### src/fws_pkg.sv
/*
 * shared constants, types and register map of the flash status and
 * protection controller.
 * assumes a 100 MHz mclk and an 8-bit flash data path.
 */
package fws_pkg;

    // ==========================================================
    // widths and clock
    localparam int ADDR_W  = 20;
    localparam int DQ_W    = 8;
    localparam int CLK_NS  = 10;
    localparam int SYNC_LAT = 4;

    // ==========================================================
    // pin timing, least times rounded up to whole cycles; the read count adds SYNC_LAT on top
    localparam int T_WP_NS  = 35;
    localparam int T_WPH_NS = 30;
    localparam int T_ACC_NS = 90;
    localparam logic [15:0] WP_CYC  = 16'((T_WP_NS + CLK_NS - 1) / CLK_NS);
    localparam logic [15:0] WPH_CYC = 16'((T_WPH_NS + CLK_NS - 1) / CLK_NS);
    localparam logic [15:0] RD_CYC  =
        16'((T_ACC_NS + CLK_NS - 1) / CLK_NS + SYNC_LAT);

    // ==========================================================
    // register offsets
    localparam logic [7:0] REG_CMD  = 8'h00;
    localparam logic [7:0] REG_ADDR = 8'h04;
    localparam logic [7:0] REG_DATA = 8'h08;
    localparam logic [7:0] REG_STAT = 8'h0C;
    localparam logic [7:0] REG_RES  = 8'h10;
    localparam logic [7:0] REG_CFG  = 8'h14;

    // ==========================================================
    // status bit positions
    localparam int ST_BUSY     = 0;
    localparam int ST_DONE     = 1;
    localparam int ST_TIMEOUT  = 2;
    localparam int ST_FAIL     = 3;
    localparam int ST_REJECT   = 4;
    localparam int ST_NEED_RST = 5;
    localparam int ST_REFUSED  = 6;
    localparam int ST_READY    = 7;
    localparam int ST_PROT     = 8;

    // ==========================================================
    // data bit positions of the flash status and verify words, and address bit positions
    localparam int DQ_POLL   = 7;
    localparam int DQ_TOG1   = 6;
    localparam int DQ_TIMEOUT = 5;
    localparam int DQ_WINDOW = 3;
    localparam int DQ_ZERO   = 0;
    localparam int A_ZERO    = 0;
    localparam int A_ONE     = 1;
    localparam int A_SIX     = 6;

    typedef enum logic [2:0] {
        OP_WRITE, OP_READ, OP_POLL, OP_ERASE_ADD,
        OP_PROTECT, OP_UNPROTECT, OP_VERIFY
    } fws_op_t;

    typedef struct packed {
        logic [ADDR_W-1:0] addr;
        logic [DQ_W-1:0]   dq_o;
        logic              dq_oe;
        logic              ce_n;
        logic              oe_n;
        logic              we_n;
        logic              a9_hv;
        logic              oe_hv;
        logic              rst_hv;
    } fws_pins_t;

    localparam fws_pins_t PINS_IDLE = '{
        addr: '0, dq_o: '0, dq_oe: 1'b0, ce_n: 1'b1, oe_n: 1'b1,
        we_n: 1'b1, a9_hv: 1'b0, oe_hv: 1'b0, rst_hv: 1'b0};

endpackage

### src/fws_sync.sv
/*
 * three-stage input synchroniser; a bit changes only once stages two
 * and three agree.
 * assumes inputs come from pins outside the mclk domain.
 */
`timescale 1ns/1ps
module fws_sync #(
    parameter int W = 8
) (
    input  wire logic         mclk,
    input  wire logic         reset,
    input  wire logic         clk_en,
    input  wire logic [W-1:0] din,
    output logic      [W-1:0] dout
);
    typedef struct packed {
        logic [W-1:0] f1;
        logic [W-1:0] f2;
        logic [W-1:0] f3;
        logic [W-1:0] q;
    } fws_sync_t;

    fws_sync_t s_reg;
    fws_sync_t s_next;

    // ==========================================================
    // stages
    always_comb begin
        s_next    = s_reg;
        s_next.f1 = din;
        s_next.f2 = s_reg.f1;
        s_next.f3 = s_reg.f2;
        // first stage read by the second stage only
        s_next.q  = (~(s_reg.f2 ^ s_reg.f3) & s_reg.f2)
                  | ((s_reg.f2 ^ s_reg.f3) & s_reg.q);
    end

    always_ff @(posedge mclk) begin
        if (reset) begin
            s_reg <= '0;
        end else if (clk_en) begin
            s_reg <= s_next;
        end
    end

    assign dout = s_reg.q;
endmodule

### src/fws_host.sv
/*
 * host controller that drives a parallel nor flash through its pins:
 * write and read cycles, status polling, erase window checks, sector
 * protect, chip unprotect, protect verify and temporary unprotect.
 * assumes level translation turns a9_hv, oe_hv and rst_hv into the
 * high_voltage_level on the pins, and a pull-up on ready_busy.
 */
// Added by the designer: the register offsets and strobed register access.
// Operation
// - reset command before further program or erase
// - poll with a valid relevant address
// - check window flag before and after
// - write only with chip select, strobe low, oe high
// - reset pin high voltage: temporary unprotect
// - protect: high voltage a9, oe, strobe pulse
// - unprotect: a9 oe high voltage, a6 high
// - protect all sectors before chip unprotect (code only needs one protect pulse since the last unprotect)
`timescale 1ns/1ps
module fws_host #(
    parameter logic [15:0]          PROT_CYC   = 16'h03E8,
    parameter logic [15:0]          POLL_LIMIT = 16'h0FA0,
    parameter logic [fws_pkg::DQ_W-1:0] RESET_CMD = 8'hF0
) (
    input  wire logic                      mclk,
    input  wire logic                      reset,
    input  wire logic                      clk_en,
    input  wire logic [7:0]                reg_addr,
    input  wire logic [31:0]               reg_wdata,
    input  wire logic                      reg_wr,
    input  wire logic                      reg_rd,
    output logic      [31:0]               reg_rdata,
    output fws_pkg::fws_pins_t             pins,
    input  wire logic [fws_pkg::DQ_W-1:0]  dq_i,
    input  wire logic                      ready_busy_output
);
    typedef enum logic [1:0] {S_IDLE, S_ACT, S_REC, S_DECIDE} fws_st_t;

    typedef struct packed {
        fws_st_t                    st;
        fws_pkg::fws_op_t           op;
        logic [1:0]                 step;
        logic [15:0]                cnt;
        logic [15:0]                loops;
        logic                       is_rd;
        logic                       armed;
        fws_pkg::fws_pins_t         pins;
        logic [fws_pkg::ADDR_W-1:0] addr;
        logic [fws_pkg::DQ_W-1:0]   data;
        logic [fws_pkg::DQ_W-1:0]   first;
        logic [fws_pkg::DQ_W-1:0]   last;
        logic [8:0]                 stat;
        logic [31:0]                rdata;
    } fws_state_t;

    fws_state_t r_reg;
    fws_state_t r_next;
    logic [fws_pkg::DQ_W-1:0] dq_s;
    logic                     rb_s;

    // ==========================================================
    // pin inputs
    fws_sync #(.W(fws_pkg::DQ_W + 1)) u_sync (
        .mclk   (mclk),
        .reset  (reset),
        .clk_en (clk_en),
        .din    ({ready_busy_output, dq_i}),
        .dout   ({rb_s, dq_s})
    );

    // ==========================================================
    // bus cycle launch
    function automatic fws_state_t launch(fws_state_t s, logic rd,
                                          logic [15:0] len);
        s.st          = S_ACT;
        s.is_rd       = rd;
        s.cnt         = len;
        s.pins.ce_n   = 1'b0;
        s.pins.we_n   = rd;
        // oe pin stays logic high on writes, so no write with oe low
        s.pins.oe_n   = ~rd;
        s.pins.dq_oe  = ~rd;
        return s;
    endfunction

    function automatic fws_state_t finish(fws_state_t s);
        s.st         = S_IDLE;
        s.pins.a9_hv = 1'b0;
        s.pins.oe_hv = 1'b0;
        s.stat[fws_pkg::ST_BUSY] = 1'b0;
        s.stat[fws_pkg::ST_DONE] = 1'b1;
        return s;
    endfunction

    // ==========================================================
    // next state
    always_comb begin
        logic ok;
        logic tog;
        r_next = r_reg;
        ok     = 1'b0;
        tog    = r_reg.last[fws_pkg::DQ_TOG1] != r_reg.first[fws_pkg::DQ_TOG1];
        r_next.stat[fws_pkg::ST_READY] = rb_s;

        // software side: done, refused and reject stat flags clear by writing ones
        if (reg_wr && reg_addr == fws_pkg::REG_ADDR) begin
            r_next.addr = reg_wdata[fws_pkg::ADDR_W-1:0];
        end else if (reg_wr && reg_addr == fws_pkg::REG_DATA) begin
            r_next.data = reg_wdata[fws_pkg::DQ_W-1:0];
        end else if (reg_wr && reg_addr == fws_pkg::REG_STAT) begin
            r_next.stat[fws_pkg::ST_DONE]    = r_reg.stat[fws_pkg::ST_DONE]
                & ~reg_wdata[fws_pkg::ST_DONE];
            r_next.stat[fws_pkg::ST_REFUSED] = r_reg.stat[fws_pkg::ST_REFUSED]
                & ~reg_wdata[fws_pkg::ST_REFUSED];
            r_next.stat[fws_pkg::ST_REJECT]  = r_reg.stat[fws_pkg::ST_REJECT]
                & ~reg_wdata[fws_pkg::ST_REJECT];
        end else if (reg_wr && reg_addr == fws_pkg::REG_CFG) begin
            // dropping the level gives protection back to the device
            r_next.pins.rst_hv = reg_wdata[0];
        end

        if (reg_rd && reg_addr == fws_pkg::REG_STAT) begin
            r_next.rdata = {23'h00_0000, r_reg.stat};
        end else if (reg_rd && reg_addr == fws_pkg::REG_RES) begin
            r_next.rdata = {16'h0000, r_reg.first, r_reg.last};
        end else if (reg_rd && reg_addr == fws_pkg::REG_ADDR) begin
            r_next.rdata = 32'(r_reg.addr);
        end else if (reg_rd && reg_addr == fws_pkg::REG_DATA) begin
            r_next.rdata = 32'(r_reg.data);
        end else if (reg_rd && reg_addr == fws_pkg::REG_CFG) begin
            r_next.rdata = {31'h0000_0000, r_reg.pins.rst_hv};
        end else if (reg_rd) begin
            r_next.rdata = 32'h0000_0000;
        end

        case (r_reg.st)
        S_IDLE: begin
            if (reg_wr && reg_addr == fws_pkg::REG_CMD) begin
                r_next.op   = fws_pkg::fws_op_t'(reg_wdata[2:0]);
                r_next.step = 2'd0;
                r_next.loops = 16'h0000;
                // after a timeout only polling or the reset command
                ok = !r_reg.stat[fws_pkg::ST_NEED_RST]
                   || r_next.op == fws_pkg::OP_POLL
                   || (r_next.op == fws_pkg::OP_WRITE
                       && r_reg.data == RESET_CMD);
                if (r_next.op > fws_pkg::OP_VERIFY) begin
                    ok = 1'b0;
                end
                // chip unprotect only after a protect pulse
                if (r_next.op == fws_pkg::OP_UNPROTECT && !r_reg.armed) begin
                    ok = 1'b0;
                end
                if (!ok) begin
                    r_next.stat[fws_pkg::ST_REFUSED] = 1'b1;
                end else begin
                    r_next.stat[fws_pkg::ST_BUSY] = 1'b1;
                    r_next.pins.addr = r_reg.addr;
                    r_next.pins.dq_o = r_reg.data;
                    case (r_next.op)
                    fws_pkg::OP_WRITE: begin
                        r_next = launch(r_next, 1'b0, fws_pkg::WP_CYC);
                        if (r_reg.data == RESET_CMD) begin
                            r_next.stat[fws_pkg::ST_NEED_RST] = 1'b0;
                            r_next.stat[fws_pkg::ST_TIMEOUT]  = 1'b0;
                        end
                    end
                    fws_pkg::OP_PROTECT: begin
                        r_next.pins.a9_hv = 1'b1;
                        r_next.pins.oe_hv = 1'b1;
                        r_next.armed      = 1'b1;
                        r_next = launch(r_next, 1'b0, PROT_CYC);
                    end
                    fws_pkg::OP_UNPROTECT: begin
                        r_next.pins.a9_hv = 1'b1;
                        r_next.pins.oe_hv = 1'b1;
                        r_next.armed      = 1'b0;
                        r_next.pins.addr[fws_pkg::A_SIX] = 1'b1;
                        r_next = launch(r_next, 1'b0, PROT_CYC);
                    end
                    fws_pkg::OP_VERIFY: begin
                        r_next.pins.a9_hv = 1'b1;
                        r_next.pins.addr[fws_pkg::A_ONE]  = 1'b1;
                        r_next.pins.addr[fws_pkg::A_ZERO] = 1'b0;
                        r_next.pins.addr[fws_pkg::A_SIX]  = 1'b0;
                        r_next = launch(r_next, 1'b1, fws_pkg::RD_CYC);
                    end
                    default: begin
                        r_next = launch(r_next, 1'b1, fws_pkg::RD_CYC);
                    end
                    endcase
                end
            end
        end
        S_ACT: begin
            if (r_reg.cnt <= 16'h0001) begin
                if (r_reg.is_rd) begin
                    r_next.first = r_reg.last;
                    r_next.last  = dq_s;
                end
                r_next.pins.ce_n  = 1'b1;
                r_next.pins.oe_n  = 1'b1;
                r_next.pins.we_n  = 1'b1;
                r_next.pins.dq_oe = 1'b0;
                r_next.st  = S_REC;
                r_next.cnt = fws_pkg::WPH_CYC;
            end else begin
                r_next.cnt = r_reg.cnt - 16'h0001;
            end
        end
        S_REC: begin
            if (r_reg.cnt <= 16'h0001) begin
                r_next.st = S_DECIDE;
            end else begin
                r_next.cnt = r_reg.cnt - 16'h0001;
            end
        end
        S_DECIDE: begin
            case (r_reg.op)
            fws_pkg::OP_POLL: begin
                // two reads before any compare of toggle_bit_one
                if (r_reg.step == 2'd0) begin
                    r_next.step = 2'd1;
                    r_next = launch(r_next, 1'b1, fws_pkg::RD_CYC);
                end else if (!tog) begin
                    r_next = finish(r_next);
                end else if (r_reg.step == 2'd2) begin
                    // still toggling after timeout_flag: failed run
                    r_next.stat[fws_pkg::ST_TIMEOUT]  = 1'b1;
                    r_next.stat[fws_pkg::ST_FAIL]     = 1'b1;
                    r_next.stat[fws_pkg::ST_NEED_RST] = 1'b1;
                    r_next = finish(r_next);
                end else if (r_reg.last[fws_pkg::DQ_TIMEOUT]) begin
                    r_next.step = 2'd2;
                    r_next = launch(r_next, 1'b1, fws_pkg::RD_CYC);
                end else if (r_reg.loops >= POLL_LIMIT) begin
                    r_next.stat[fws_pkg::ST_FAIL] = 1'b1;
                    r_next = finish(r_next);
                end else begin
                    r_next.loops = r_reg.loops + 16'h0001;
                    r_next = launch(r_next, 1'b1, fws_pkg::RD_CYC);
                end
            end
            fws_pkg::OP_ERASE_ADD: begin
                if (r_reg.step == 2'd0) begin
                    // window closed: the device would drop the command
                    if (r_reg.last[fws_pkg::DQ_WINDOW]) begin
                        r_next.stat[fws_pkg::ST_REJECT] = 1'b1;
                        r_next = finish(r_next);
                    end else begin
                        r_next.step = 2'd1;
                        r_next = launch(r_next, 1'b0, fws_pkg::WP_CYC);
                    end
                end else if (r_reg.step == 2'd1) begin
                    r_next.step = 2'd2;
                    r_next = launch(r_next, 1'b1, fws_pkg::RD_CYC);
                end else begin
                    if (r_reg.last[fws_pkg::DQ_WINDOW]) begin
                        r_next.stat[fws_pkg::ST_REJECT] = 1'b1;
                    end
                    r_next = finish(r_next);
                end
            end
            fws_pkg::OP_VERIFY: begin
                r_next.stat[fws_pkg::ST_PROT] =
                    r_reg.last[fws_pkg::DQ_ZERO];
                r_next = finish(r_next);
            end
            default: begin
                r_next = finish(r_next);
            end
            endcase
        end
        default: begin
            r_next.st = S_IDLE;
        end
        endcase
    end

    // ==========================================================
    // registers; reset leaves every strobe high
    always_ff @(posedge mclk) begin
        if (reset) begin
            r_reg       <= '0;
            r_reg.st    <= S_IDLE;
            r_reg.pins  <= fws_pkg::PINS_IDLE;
        end else if (clk_en) begin
            r_reg <= r_next;
        end
    end

    assign pins      = r_reg.pins;
    assign reg_rdata = r_reg.rdata;
endmodule

### config.mk
export PLATFORM = sky130hd
export DESIGN_NAME = fws_host
export DESIGN_NICKNAME = d
export VERILOG_FILES = /design/src/fws_pkg.sv /design/src/fws_sync.sv /design/src/fws_host.sv
export SDC_FILE = /design/constraint.sdc
export NUM_CORES = 1
export LEC_CHECK = 0
export ABC_CLOCK_PERIOD_IN_PS = 3600
export BUFFER_PORTS_ARGS = -buffer_cell sky130_fd_sc_hd__buf_2
export CORE_MARGIN = 4
export CORE_UTILIZATION = 25
export CTS_BUF_LIST = sky130_fd_sc_hd__clkbuf_8
export CTS_CLUSTER_DIAMETER = 30
export DETAILED_ROUTE_END_ITERATION = 10
export PLACE_DENSITY_LB_ADDON = 0.3
export SETUP_SLACK_MARGIN = 0.5
export SLEW_MARGIN = 20
export SYNTH_ARGS = -nofsm -noshare
export SYNTH_HDL_FRONTEND = slang
export SYNTH_SLANG_ARGS = --single-unit
### constraint.sdc
create_clock -name mclk -period 3.6 [get_ports mclk]
set_clock_uncertainty 0.2 [all_clocks]
set_input_delay 0.72 -clock mclk [delete_from_list [all_inputs] [get_ports mclk]]
set_output_delay 0.72 -clock mclk [all_outputs]
set_load 0.005 [all_outputs]
==> flow_metrics.py, run 1 <==
metrics = {
    "cells_and_area": {
        "nets": 1200,
        "fill_cells": 3848,
        "final_cells": 1615,
        "multi_input_area_um2": 4470,
        "largest_reg_flops": 93,
        "layout_common_cells": "dfxtp_1 (184), nand2_1 (182), a21oi_1 (128), nor2_1 (101), buf_2 (95)",
        "drive_gt1_share_pct": 15.0,
        "seq_area_um2": 3680,
        "layout_commonest_cell": "dfxtp_1",
        "syn_to_final_growth_pct": 9.96,
    },
    "synth": {
        "synth-simple-area-share_pct": 24.7,
        "synth-adder-area-share_pct": 1.26,
        "synth_area_leader_cell": "dfxtp_1",
        "synth-seq-cells": 184,
        "synth_top_family_by_area": "simple AND/OR/NAND/NOR gates",
        "ys_async_sr_fraction_pct": 0,
        "synth_compound_area_share_pct": 17.4,
        "synthCells": 1123,
        "synth-seq-area-share_pct": 41.1,
        "synth_ff_type": "dfxtp_1",
        "synth_area_um2": 8960,
        "syn_avg_cell_area_um2": 7.98,
        "synth_edf_count": 0,
        "synth_top_area_share_pct": 41.1,
        "synth-xor-area-share_pct": 0.586,
        "ys_warn_count": 0,
        "synth_mux_area_share_pct": 5.25,
        "yosysUniqueCellTypes": 69,
        "synthTopCellsByArea": "dfxtp_1 (41%), nand2_1 (7.6%), a21oi_1 (7.1%), buf_4 (5.7%), mux2i_1 (5.2%)",
    },
    "floorplan": {
        "rows": 69,
        "core_um2": 35500,
        "ios": 121,
        "die_area_um2": 38900,
        "start_util_pct": 25.3,
        "die_h_um": 197,
        "die_w_um": 197,
    },
    "drt": {
        "drtAntennaViolNets": 0,
        "drtPass1Iterations": 5,
        "vias_per_cell": 4.90,
        "drc": 0,
        "routed_wl_mm": 26.6,
        "vias": 7919,
        "first_iter_violations": 658,
        "post_drt_wl_per_cell_um": 16.5,
    },
    "setup_path": {
        "required_ns": 3.77,
        "r2r_slack_ns": 0.74,
        "critPathArrivalTime_ns": 3.03,
        "start_kind": "register",
        "crit_type": "reg2reg",
        "rr_worst_depth": 8,
        "endpoint_kind": "register",
        "r2r_start": "r_reg[159]",
        "reg2reg_to": "r_reg[153]",
        "cp_max_fo": 5,
    },
    "clock_network": {
        "ctsHoldBuffers": 0,
        "htree_levels": 4,
        "clock-root-buffer": "clkbuf_8",
        "clk_pin_slew_ns": 0.11,
        "cts_made_buffers": 17,
        "clkSinkCount": 184,
        "clk_path_buf_depth": 2,
        "cts_tree": "yes",
        "clkLatencyLatePin_ns": 0.47,
    },
    "timing": {
        "finalSetupViolCount": 0,
        "finalCritPeriodShare_pct": 79.4,
        "relSlewSlack_pct": 45.7,
        "slew_viol_final": 0,
        "fmax_ghz": 0.350,
        "worst_pin_slew_ns": 0.812,
        "period_minus_slack_ns": 2.86,
        "timing_hold_violations_final": 0,
        "tns_ns": 0,
        "rsz0062_at_grt": "false",
    },
    "placed_design": {
        "dp_hpwl_mm": 18.9,
        "io_buffers": 96,
        "place_congestion": 0.920,
        "dp.cells": 1579,
    },
    "flow_run": {
        "max_cap_viol_count": 0,
    },
    "grt": {
        "antenna_found_initial": 8,
        "grt_usage_pct": 13.3,
        "grt_pass1_vias": 7522,
        "grt_overflow": 0,
        "grt_max_degree": 71,
        "grt_pass1_wl_mm": 42.0,
    },
    "min_path": {
        "hold_start": "pins[20]",
        "hold_path_depth": 2,
        "hp-class": "reg2reg",
        "hold_path_end": "pins[20]",
    },
    "pwr": {
        "power_density_nw_per_um2": 364,
        "p_leak_nw": 3.68,
        "peakVddDrop_v": 0.000239,
    },
    "status": {
        "status": "finished, final reports clean",
    },
}
[through the flow]
step	hold slack, ns	total power (W)	setup WS [ns]	instance area, µm²	utilization [%]
6_report	0.255	0.00359	0.741	9850	27.8
2_1_floorplan	0.220	0.00222	0.833	9000	-
4_1_cts	0.254	0.00364	0.666	9840	27.7
3_3_place_gp	0.240	0.00228	0.403	9470	26.7
3_5_place_dp	0.243	0.00229	0.332	9470	26.7
5_1_grt	0.260	0.00375	0.510	9850	27.8
[how the worst max path moves through the flow]
stage | cells past startpoint | startpoint | slack, ns | end
finish | 8 | r_reg[159] | 0.74 | r_reg[153]
global route | 8 | r_reg[159] | 0.51 | r_reg[153]
CTS | 6 | r_reg[148] | 0.67 | r_reg[53]
global placement | 8 | reg_addr[3] | 0.40 | r_reg[141]
floorplan | 8 | reg_addr[3] | 0.83 | r_reg[120]
detailed placement | 7 | reg_addr[3] | 0.33 | r_reg[153]
[critical path: stages (launching register included)]
cell	delay [ns]
dfxtp_1	0.41
inv_1	0.10
ha_1	0.24
nor2b_1	0.31
a41oi_1	0.23
a2111oi_4	0.46
and3_1	0.32
nand3_1	0.19
o32ai_1	0.31
[logic make-up after synthesis]
family                   Yosys count
adder cells (fa/ha/maj)            9
AO/OA/AOI/OAI                    252
AND/OR/NAND/NOR                  466
XOR/XNOR                           6
multiplexers                      47
other                              1
flip-flops                       184
buffers and inverters            158
[Yosys cell counts (all sizes together), types with 2 or more instances]
cell type	n
dfxtp	184
nand2	182
a21oi	128
nor2	102
buf	78
nand3	68
clkbuf	58
mux2i	47
o21ai	32
nor3	24
inv	22
nand4	14
nor4	14
a21o	12
o32ai	12
a31oi	11
a22oi	9
ha	9
o211ai	9
or4	9
nor2b	8
and2	7
or3	7
a221oi	5
and3	5
and4	5
nor3b	5
o31ai	5
or2	5
a41oi	4
nand2b	4
xnor2	4
a2111oi	3
a211oi	3
nand3b	3
o21a	3
a31o	2
a32o	2
nand4b	2
o41ai	2
xor2	2
[area by class of cell]
cell class | instances | share of cell area, %
Clock inverter | 14 | 1.26
Antenna cell | 4 | 0.102
Tap cell | 461 | 5.85
Timing Repair Buffer | 120 | 6.73
Inverter | 22 | 0.838
Multi-Input combinational cell | 792 | 45.3
Clock buffer | 18 | 2.51
Sequential cell | 184 | 37.4
[layer usage]
metal  track usage (%)  part of all wire (%)
met4              3.75                   1.4
met2              20.4                    45
met3              2.81                   5.3
met5                 0                  0.13
met1              19.0                    48
[power by group]
part	internal, W	switching [W]
clock network	0.000572	0.000782
logic	0.0000555	0.000123
registers	0.00205	0.0000105
total	0.00268	0.000916
[repair_timing]
action	4_1_cts	5_1_grt
gates resized for setup	0	1
endpoints found under the setup margin	0	14
setup buffers	0	0
(Power assumes the default switching activity.)
==> inputs of run 2 (changes only) <==
--- a/config.mk
+++ b/config.mk
@@ -5,7 +5,7 @@
 export SDC_FILE = /design/constraint.sdc
 export NUM_CORES = 1
 export LEC_CHECK = 0
-export ABC_CLOCK_PERIOD_IN_PS = 3600
+export ABC_CLOCK_PERIOD_IN_PS = 2900
 export BUFFER_PORTS_ARGS = -buffer_cell sky130_fd_sc_hd__buf_2
 export CORE_MARGIN = 4
 export CORE_UTILIZATION = 25
==> constraint.sdc (replaced) <==
create_clock -name mclk -period 2.9 [get_ports mclk]
set_clock_uncertainty 0.2 [all_clocks]
set_input_delay 0.58 -clock mclk [delete_from_list [all_inputs] [get_ports mclk]]
set_output_delay 0.58 -clock mclk [all_outputs]
set_load 0.005 [all_outputs]
==> run 2 against run 1 <==
Compared with the run above: sequential share of layout area down 2.2 points; core utilization up 1.8 points; clock-buffer cell count unchanged; flip-flop and latch count unchanged; critical endpoint is now r_reg[120].
==> flow_metrics.py, run 2 (synthesis results as in run 1) <==
metrics = {
    "status": {
        "status": "finished, final reports clean",
    },
    "floorplan": {
        "die_w_um": 197,
        "die_h_um": 197,
        "core_um2": 35500,
        "ios": 121,
        "start_util_pct": 25.3,
        "die_area_um2": 38900,
        "rows": 69,
    },
    "placed_design": {
        "post-place-ws_ns": 0.0329,
        "io_buffers": 96,
        "place_congestion": 0.833,
        "dp_hpwl_mm": 19.3,
        "dp.cells": 1607,
    },
    "pwr": {
        "peakVddDrop_v": 0.000267,
        "comb_power_share_pct": 5.2,
        "clkPwrFrac_pct": 38.5,
        "power_density_nw_per_um2": 434,
        "p_leak_nw": 3.91,
        "p_switching_w": 0.00125,
        "intPower_w": 0.00329,
        "swShare_pct": 27.5,
        "seqPwrFrac_pct": 56.2,
        "power_w": 0.00454,
    },
    "clock_network": {
        "clkLatencyLatePin_ns": 0.48,
        "clkSinkCount": 184,
        "clock-root-buffer": "clkbuf_8",
        "clk_path_buf_depth": 2,
        "cts_tree": "yes",
        "clk_pin_slew_ns": 0.12,
        "cts_made_buffers": 17,
        "htree_levels": 4,
    },
    "setup_path": {
        "crit_type": "in2reg",
        "cp_max_fo": 4,
        "start_kind": "input port",
        "rr_worst_depth": 8,
        "reg2reg_to": "r_reg[148]",
        "startpoint": "reg_addr[2]",
        "critPathArrivalTime_ns": 2.59,
        "r2r_slack_ns": 0.55,
        "required_ns": 3.11,
        "endpoint_kind": "register",
        "r2r_start": "r_reg[148]",
    },
    "timing": {
        "slew_viol_final": 0,
        "relSlewSlack_pct": 61.4,
        "tns_ns": 0,
        "rsz0062_at_grt": "true",
        "fmax_ghz": 0.421,
        "finalSetupViolCount": 0,
        "timing_hold_violations_final": 0,
        "worst_pin_slew_ns": 0.578,
        "setup_slack_ns": 0.523,
        "period_minus_slack_ns": 2.38,
        "finalCritPeriodShare_pct": 82.0,
    },
    "cells_and_area": {
        "drive_gt1_share_pct": 21.5,
        "layout_commonest_cell": "nand2_1",
        "layout_common_cells": "nand2_1 (180), dfxtp_1 (179), a21oi_1 (116), nor2_1 (97), buf_2 (95)",
        "syn_to_final_growth_pct": 17.0,
        "nets": 1237,
        "largest_reg_flops": 93,
        "final_cells": 1652,
    },
    "drt": {
        "vias_per_cell": 4.89,
        "drc": 0,
        "drtPass1Iterations": 5,
        "vias": 8085,
        "drtAntennaViolNets": 0,
        "first_iter_violations": 567,
        "routed_wl_mm": 26.8,
        "post_drt_wl_per_cell_um": 16.2,
    },
    "grt": {
        "grt_pass1_wl_mm": 42.2,
        "grt_pass1_vias": 7427,
        "grt_usage_pct": 13.4,
        "grt_overflow": 0,
        "antenna_found_initial": 6,
        "grt_max_degree": 64,
    },
    "min_path": {
        "hold_start": "dq_i[6]",
        "hold_path_end": "u_sync.s_next[24]",
        "hold_path_depth": 3,
        "hp-class": "in2reg",
    },
    "flow_run": {
        "max_cap_viol_count": 0,
    },
}
run 2: power by group through the flow:
stage	Clock, W	Combinational, W	Sequential (W)
2_1_floorplan	0	0.000153	0.00261
3_3_place_gp	0	0.000234	0.00261
3_5_place_dp	0	0.000235	0.00261
4_1_cts	0.00181	0.000236	0.00256
5_1_grt	0.00192	0.000262	0.00256
6_report	0.00175	0.000237	0.00256
run 2: worst max-delay path by stage:
stage	to
2_1_floorplan	r_reg[120]
3_3_place_gp	r_reg[152]
3_5_place_dp	r_reg[152]
4_1_cts	pins[2]
5_1_grt	r_reg[120]
6_report	r_reg[120]
run 2: area by class of cell:
type	count	area, µm²
Tap cell	461	577
Antenna cell	4	10.0
Clock inverter	14	161
Clock buffer	18	248
Timing Repair Buffer	156	998
Multi-Input combinational cell	793	4710
Sequential cell	184	3690
Inverter	22	82.6
Fill cell	3819	25000
run 2: critical path: stages:
cell and delay, ns:
buf_2 0.13, or4_4 0.60, nor4_4 0.42, and2_4 0.21
nand3_2 0.09, or4_1 0.41, a21oi_1 0.15
run 2: through the flow:
stage          utilization [%]  instance area, µm²  hold WS (ns)
2_1_floorplan                -                9100         0.220
3_3_place_gp              27.6                9810         0.238
3_5_place_dp              27.6                9810         0.244
4_1_cts                   28.9               10300         0.101
5_1_grt                   29.5               10500        0.0898
6_report                  29.5               10500         0.123
run 2: routing by layer:
metal  share of wire [%]  track usage (%)
met5                0.10                0
met4                 1.1             2.70
met3                 5.7             2.98
met2                  44             19.6
met1                  49             20.2
run 2: timing repair:
item / 4_1_cts / 5_1_grt
setup endpoints to repair: 45 / 81
gates cloned: 0 / 2
pin swaps: 2 / 7
gates resized for setup: 11 / 33
buffers inserted: 1 / 6
hold buffers: 0 / 0
==> inputs of run 3 (changes only) <==
--- a/config.mk
+++ b/config.mk
@@ -5,7 +5,7 @@
 export SDC_FILE = /design/constraint.sdc
 export NUM_CORES = 1
 export LEC_CHECK = 0
-export ABC_CLOCK_PERIOD_IN_PS = 2900
+export ABC_CLOCK_PERIOD_IN_PS = 2390
 export BUFFER_PORTS_ARGS = -buffer_cell sky130_fd_sc_hd__buf_2
 export CORE_MARGIN = 4
 export CORE_UTILIZATION = 25
==> constraint.sdc (replaced) <==
create_clock -name mclk -period 2.39 [get_ports mclk]
set_clock_uncertainty 0.2 [all_clocks]
set_input_delay 0.478 -clock mclk [delete_from_list [all_inputs] [get_ports mclk]]
set_output_delay 0.478 -clock mclk [all_outputs]
set_load 0.005 [all_outputs]
==> run 3 against run 2 <==
Compared with the run above: worst setup slack worse by 0.43 ns; largest power group unchanged; non-clock buffer count is 105 higher; largest cell class unchanged; via count is 7.4% higher.
==> flow_metrics.py, run 3 (synthesis results as in run 1) <==
metrics = {
    "status": {
        "status": "finished, final reports clean",
    },
    "grt": {
        "grt_usage_pct": 14.1,
        "grt_pass1_vias": 8038,
        "grt_overflow": 0,
        "grt_pass1_wl_mm": 44.6,
        "antenna_found_initial": 1,
        "grt_max_degree": 80,
    },
    "clock_network": {
        "clk_path_buf_depth": 2,
        "clkSinkCount": 184,
        "cts_made_buffers": 17,
        "clock-root-buffer": "clkbuf_8",
        "htree_levels": 4,
        "clk_pin_slew_ns": 0.11,
        "clkLatencyLatePin_ns": 0.47,
        "cts_tree": "yes",
    },
    "setup_path": {
        "slowest_stage": "dfxtp_1",
        "crit_chain": "nor2b_1 -> a21oi_1 -> a2111oi_4 -> buf_6 -> nand4_4 -> buf_8 -> a21oi_4 -> o32ai_2",
        "cpLargestDelayFamily": "compound AO/OA/AOI/OAI gates",
        "critPathArrivalTime_ns": 2.44,
        "required_ns": 2.53,
        "cp_max_fo": 7,
        "r2r_slack_ns": 0.09,
        "crit_buf_inv": 2,
        "cpPeakStageDelay_ns": 0.50,
        "endpoint_kind": "register",
        "start_kind": "register",
        "crit_type": "reg2reg",
    },
    "timing": {
        "finalCritPeriodShare_pct": 96.2,
        "period_minus_slack_ns": 2.30,
        "relSlewSlack_pct": 63.5,
        "timing_hold_violations_final": 0,
        "slew_viol_final": 0,
        "finalSetupViolCount": 0,
        "rsz0062_at_grt": "true",
        "fmax_ghz": 0.435,
        "worst_pin_slew_ns": 0.547,
        "tns_ns": 0,
    },
    "drt": {
        "drc": 0,
        "vias": 8686,
        "first_iter_violations": 600,
        "drtPass1Iterations": 5,
        "post_drt_wl_per_cell_um": 16.8,
        "routed_wl_mm": 29.4,
        "drtAntennaViolNets": 0,
        "vias_per_cell": 4.95,
    },
    "floorplan": {
        "core_um2": 35500,
        "die_w_um": 197,
        "ios": 121,
        "start_util_pct": 25.3,
        "die_h_um": 197,
        "rows": 69,
        "die_area_um2": 38900,
    },
    "placed_design": {
        "post_dp_cell_area_um2": 10500,
        "dp_hpwl_mm": 20.1,
        "place_congestion": 0.839,
        "io_buffers": 96,
    },
    "cells_and_area": {
        "largest_reg_flops": 93,
        "fin_util_pct": 35.2,
        "syn_to_final_growth_pct": 39.5,
        "fill_cells": 3616,
        "multi_input_area_um2": 5600,
        "layout_commonest_cell": "nand2_1",
        "drive_gt1_share_pct": 39.1,
        "final_area_um2": 12500,
        "seq_area_um2": 3700,
        "nets": 1343,
        "layout_common_cells": "nand2_1 (175), dfxtp_1 (174), buf_4 (114), buf_2 (94), nor2_1 (91)",
        "antenna_cells": 0,
    },
    "pwr": {
        "power_density_nw_per_um2": 444,
        "peakVddDrop_v": 0.000441,
        "p_leak_nw": 4.68,
        "power_w": 0.00555,
    },
    "min_path": {
        "hp-class": "in2reg",
    },
    "flow_run": {
        "max_cap_viol_count": 0,
    },
}
-- run 3: stage by stage --
step                      std cells  hold WS (ns)  setup WS [ns]
after global placement         1673         0.241         -0.273
after detailed placement       1673         0.244         -0.327
final                          1754        0.0386         0.0905
after floorplan                1134         0.227         -0.130
after CTS                      1735       0.00763         0.0723
after global routing           1754        0.0209         0.0109
-- run 3: final timing paths --
path / startpoint / end / depth (start not counted)
setup / recovery: r_reg[157] / r_reg[142] / 8
hold / removal: dq_i[4] / u_sync.s_next[22] / 3
setup reg to reg: r_reg[157] / r_reg[142] / 8
hold reg to reg: pins[27] / pins[27] / 2
-- run 3: metal layers --
layer	GRT usage [%]	wire [µm]	vias up
li1	-	-	4213
met2	21.9	13400	180
met4	3.21	287	2
met3	1.98	1140	21
met1	20.7	14500	4270
met5	0	13	-
-- run 3: power by group --
part | internal, W | switching, W
combinational | 0.000128 | 0.000222
sequential | 0.00308 | 0.0000149
clock | 0.000830 | 0.00127
-- run 3: worst reg2reg max path, stage by stage (launching register included) --
cell	delay, ns
dfxtp_1	0.50
nor2b_1	0.29
a21oi_1	0.14
a2111oi_4	0.23
buf_6	0.19
nand4_4	0.20
buf_8	0.22
a21oi_4	0.12
o32ai_2	0.10
-- run 3: area by class of cell --
cell class | instances | area share [%]
Sequential cell | 184 | 29.6
Tap cell | 461 | 4.62
Clock buffer | 19 | 2.09
Inverter | 22 | 0.741
Timing Repair Buffer | 261 | 17.1
Multi-Input combinational cell | 794 | 44.8
Clock inverter | 13 | 1.02
-- run 3: timing repair --
action,4_1_cts,5_1_grt
hold buffers,0,0
cloned,5,5
pin swaps,54,45
setup buffers,25,14
resized for setup,129,114
endpoints found under the setup margin,100,110
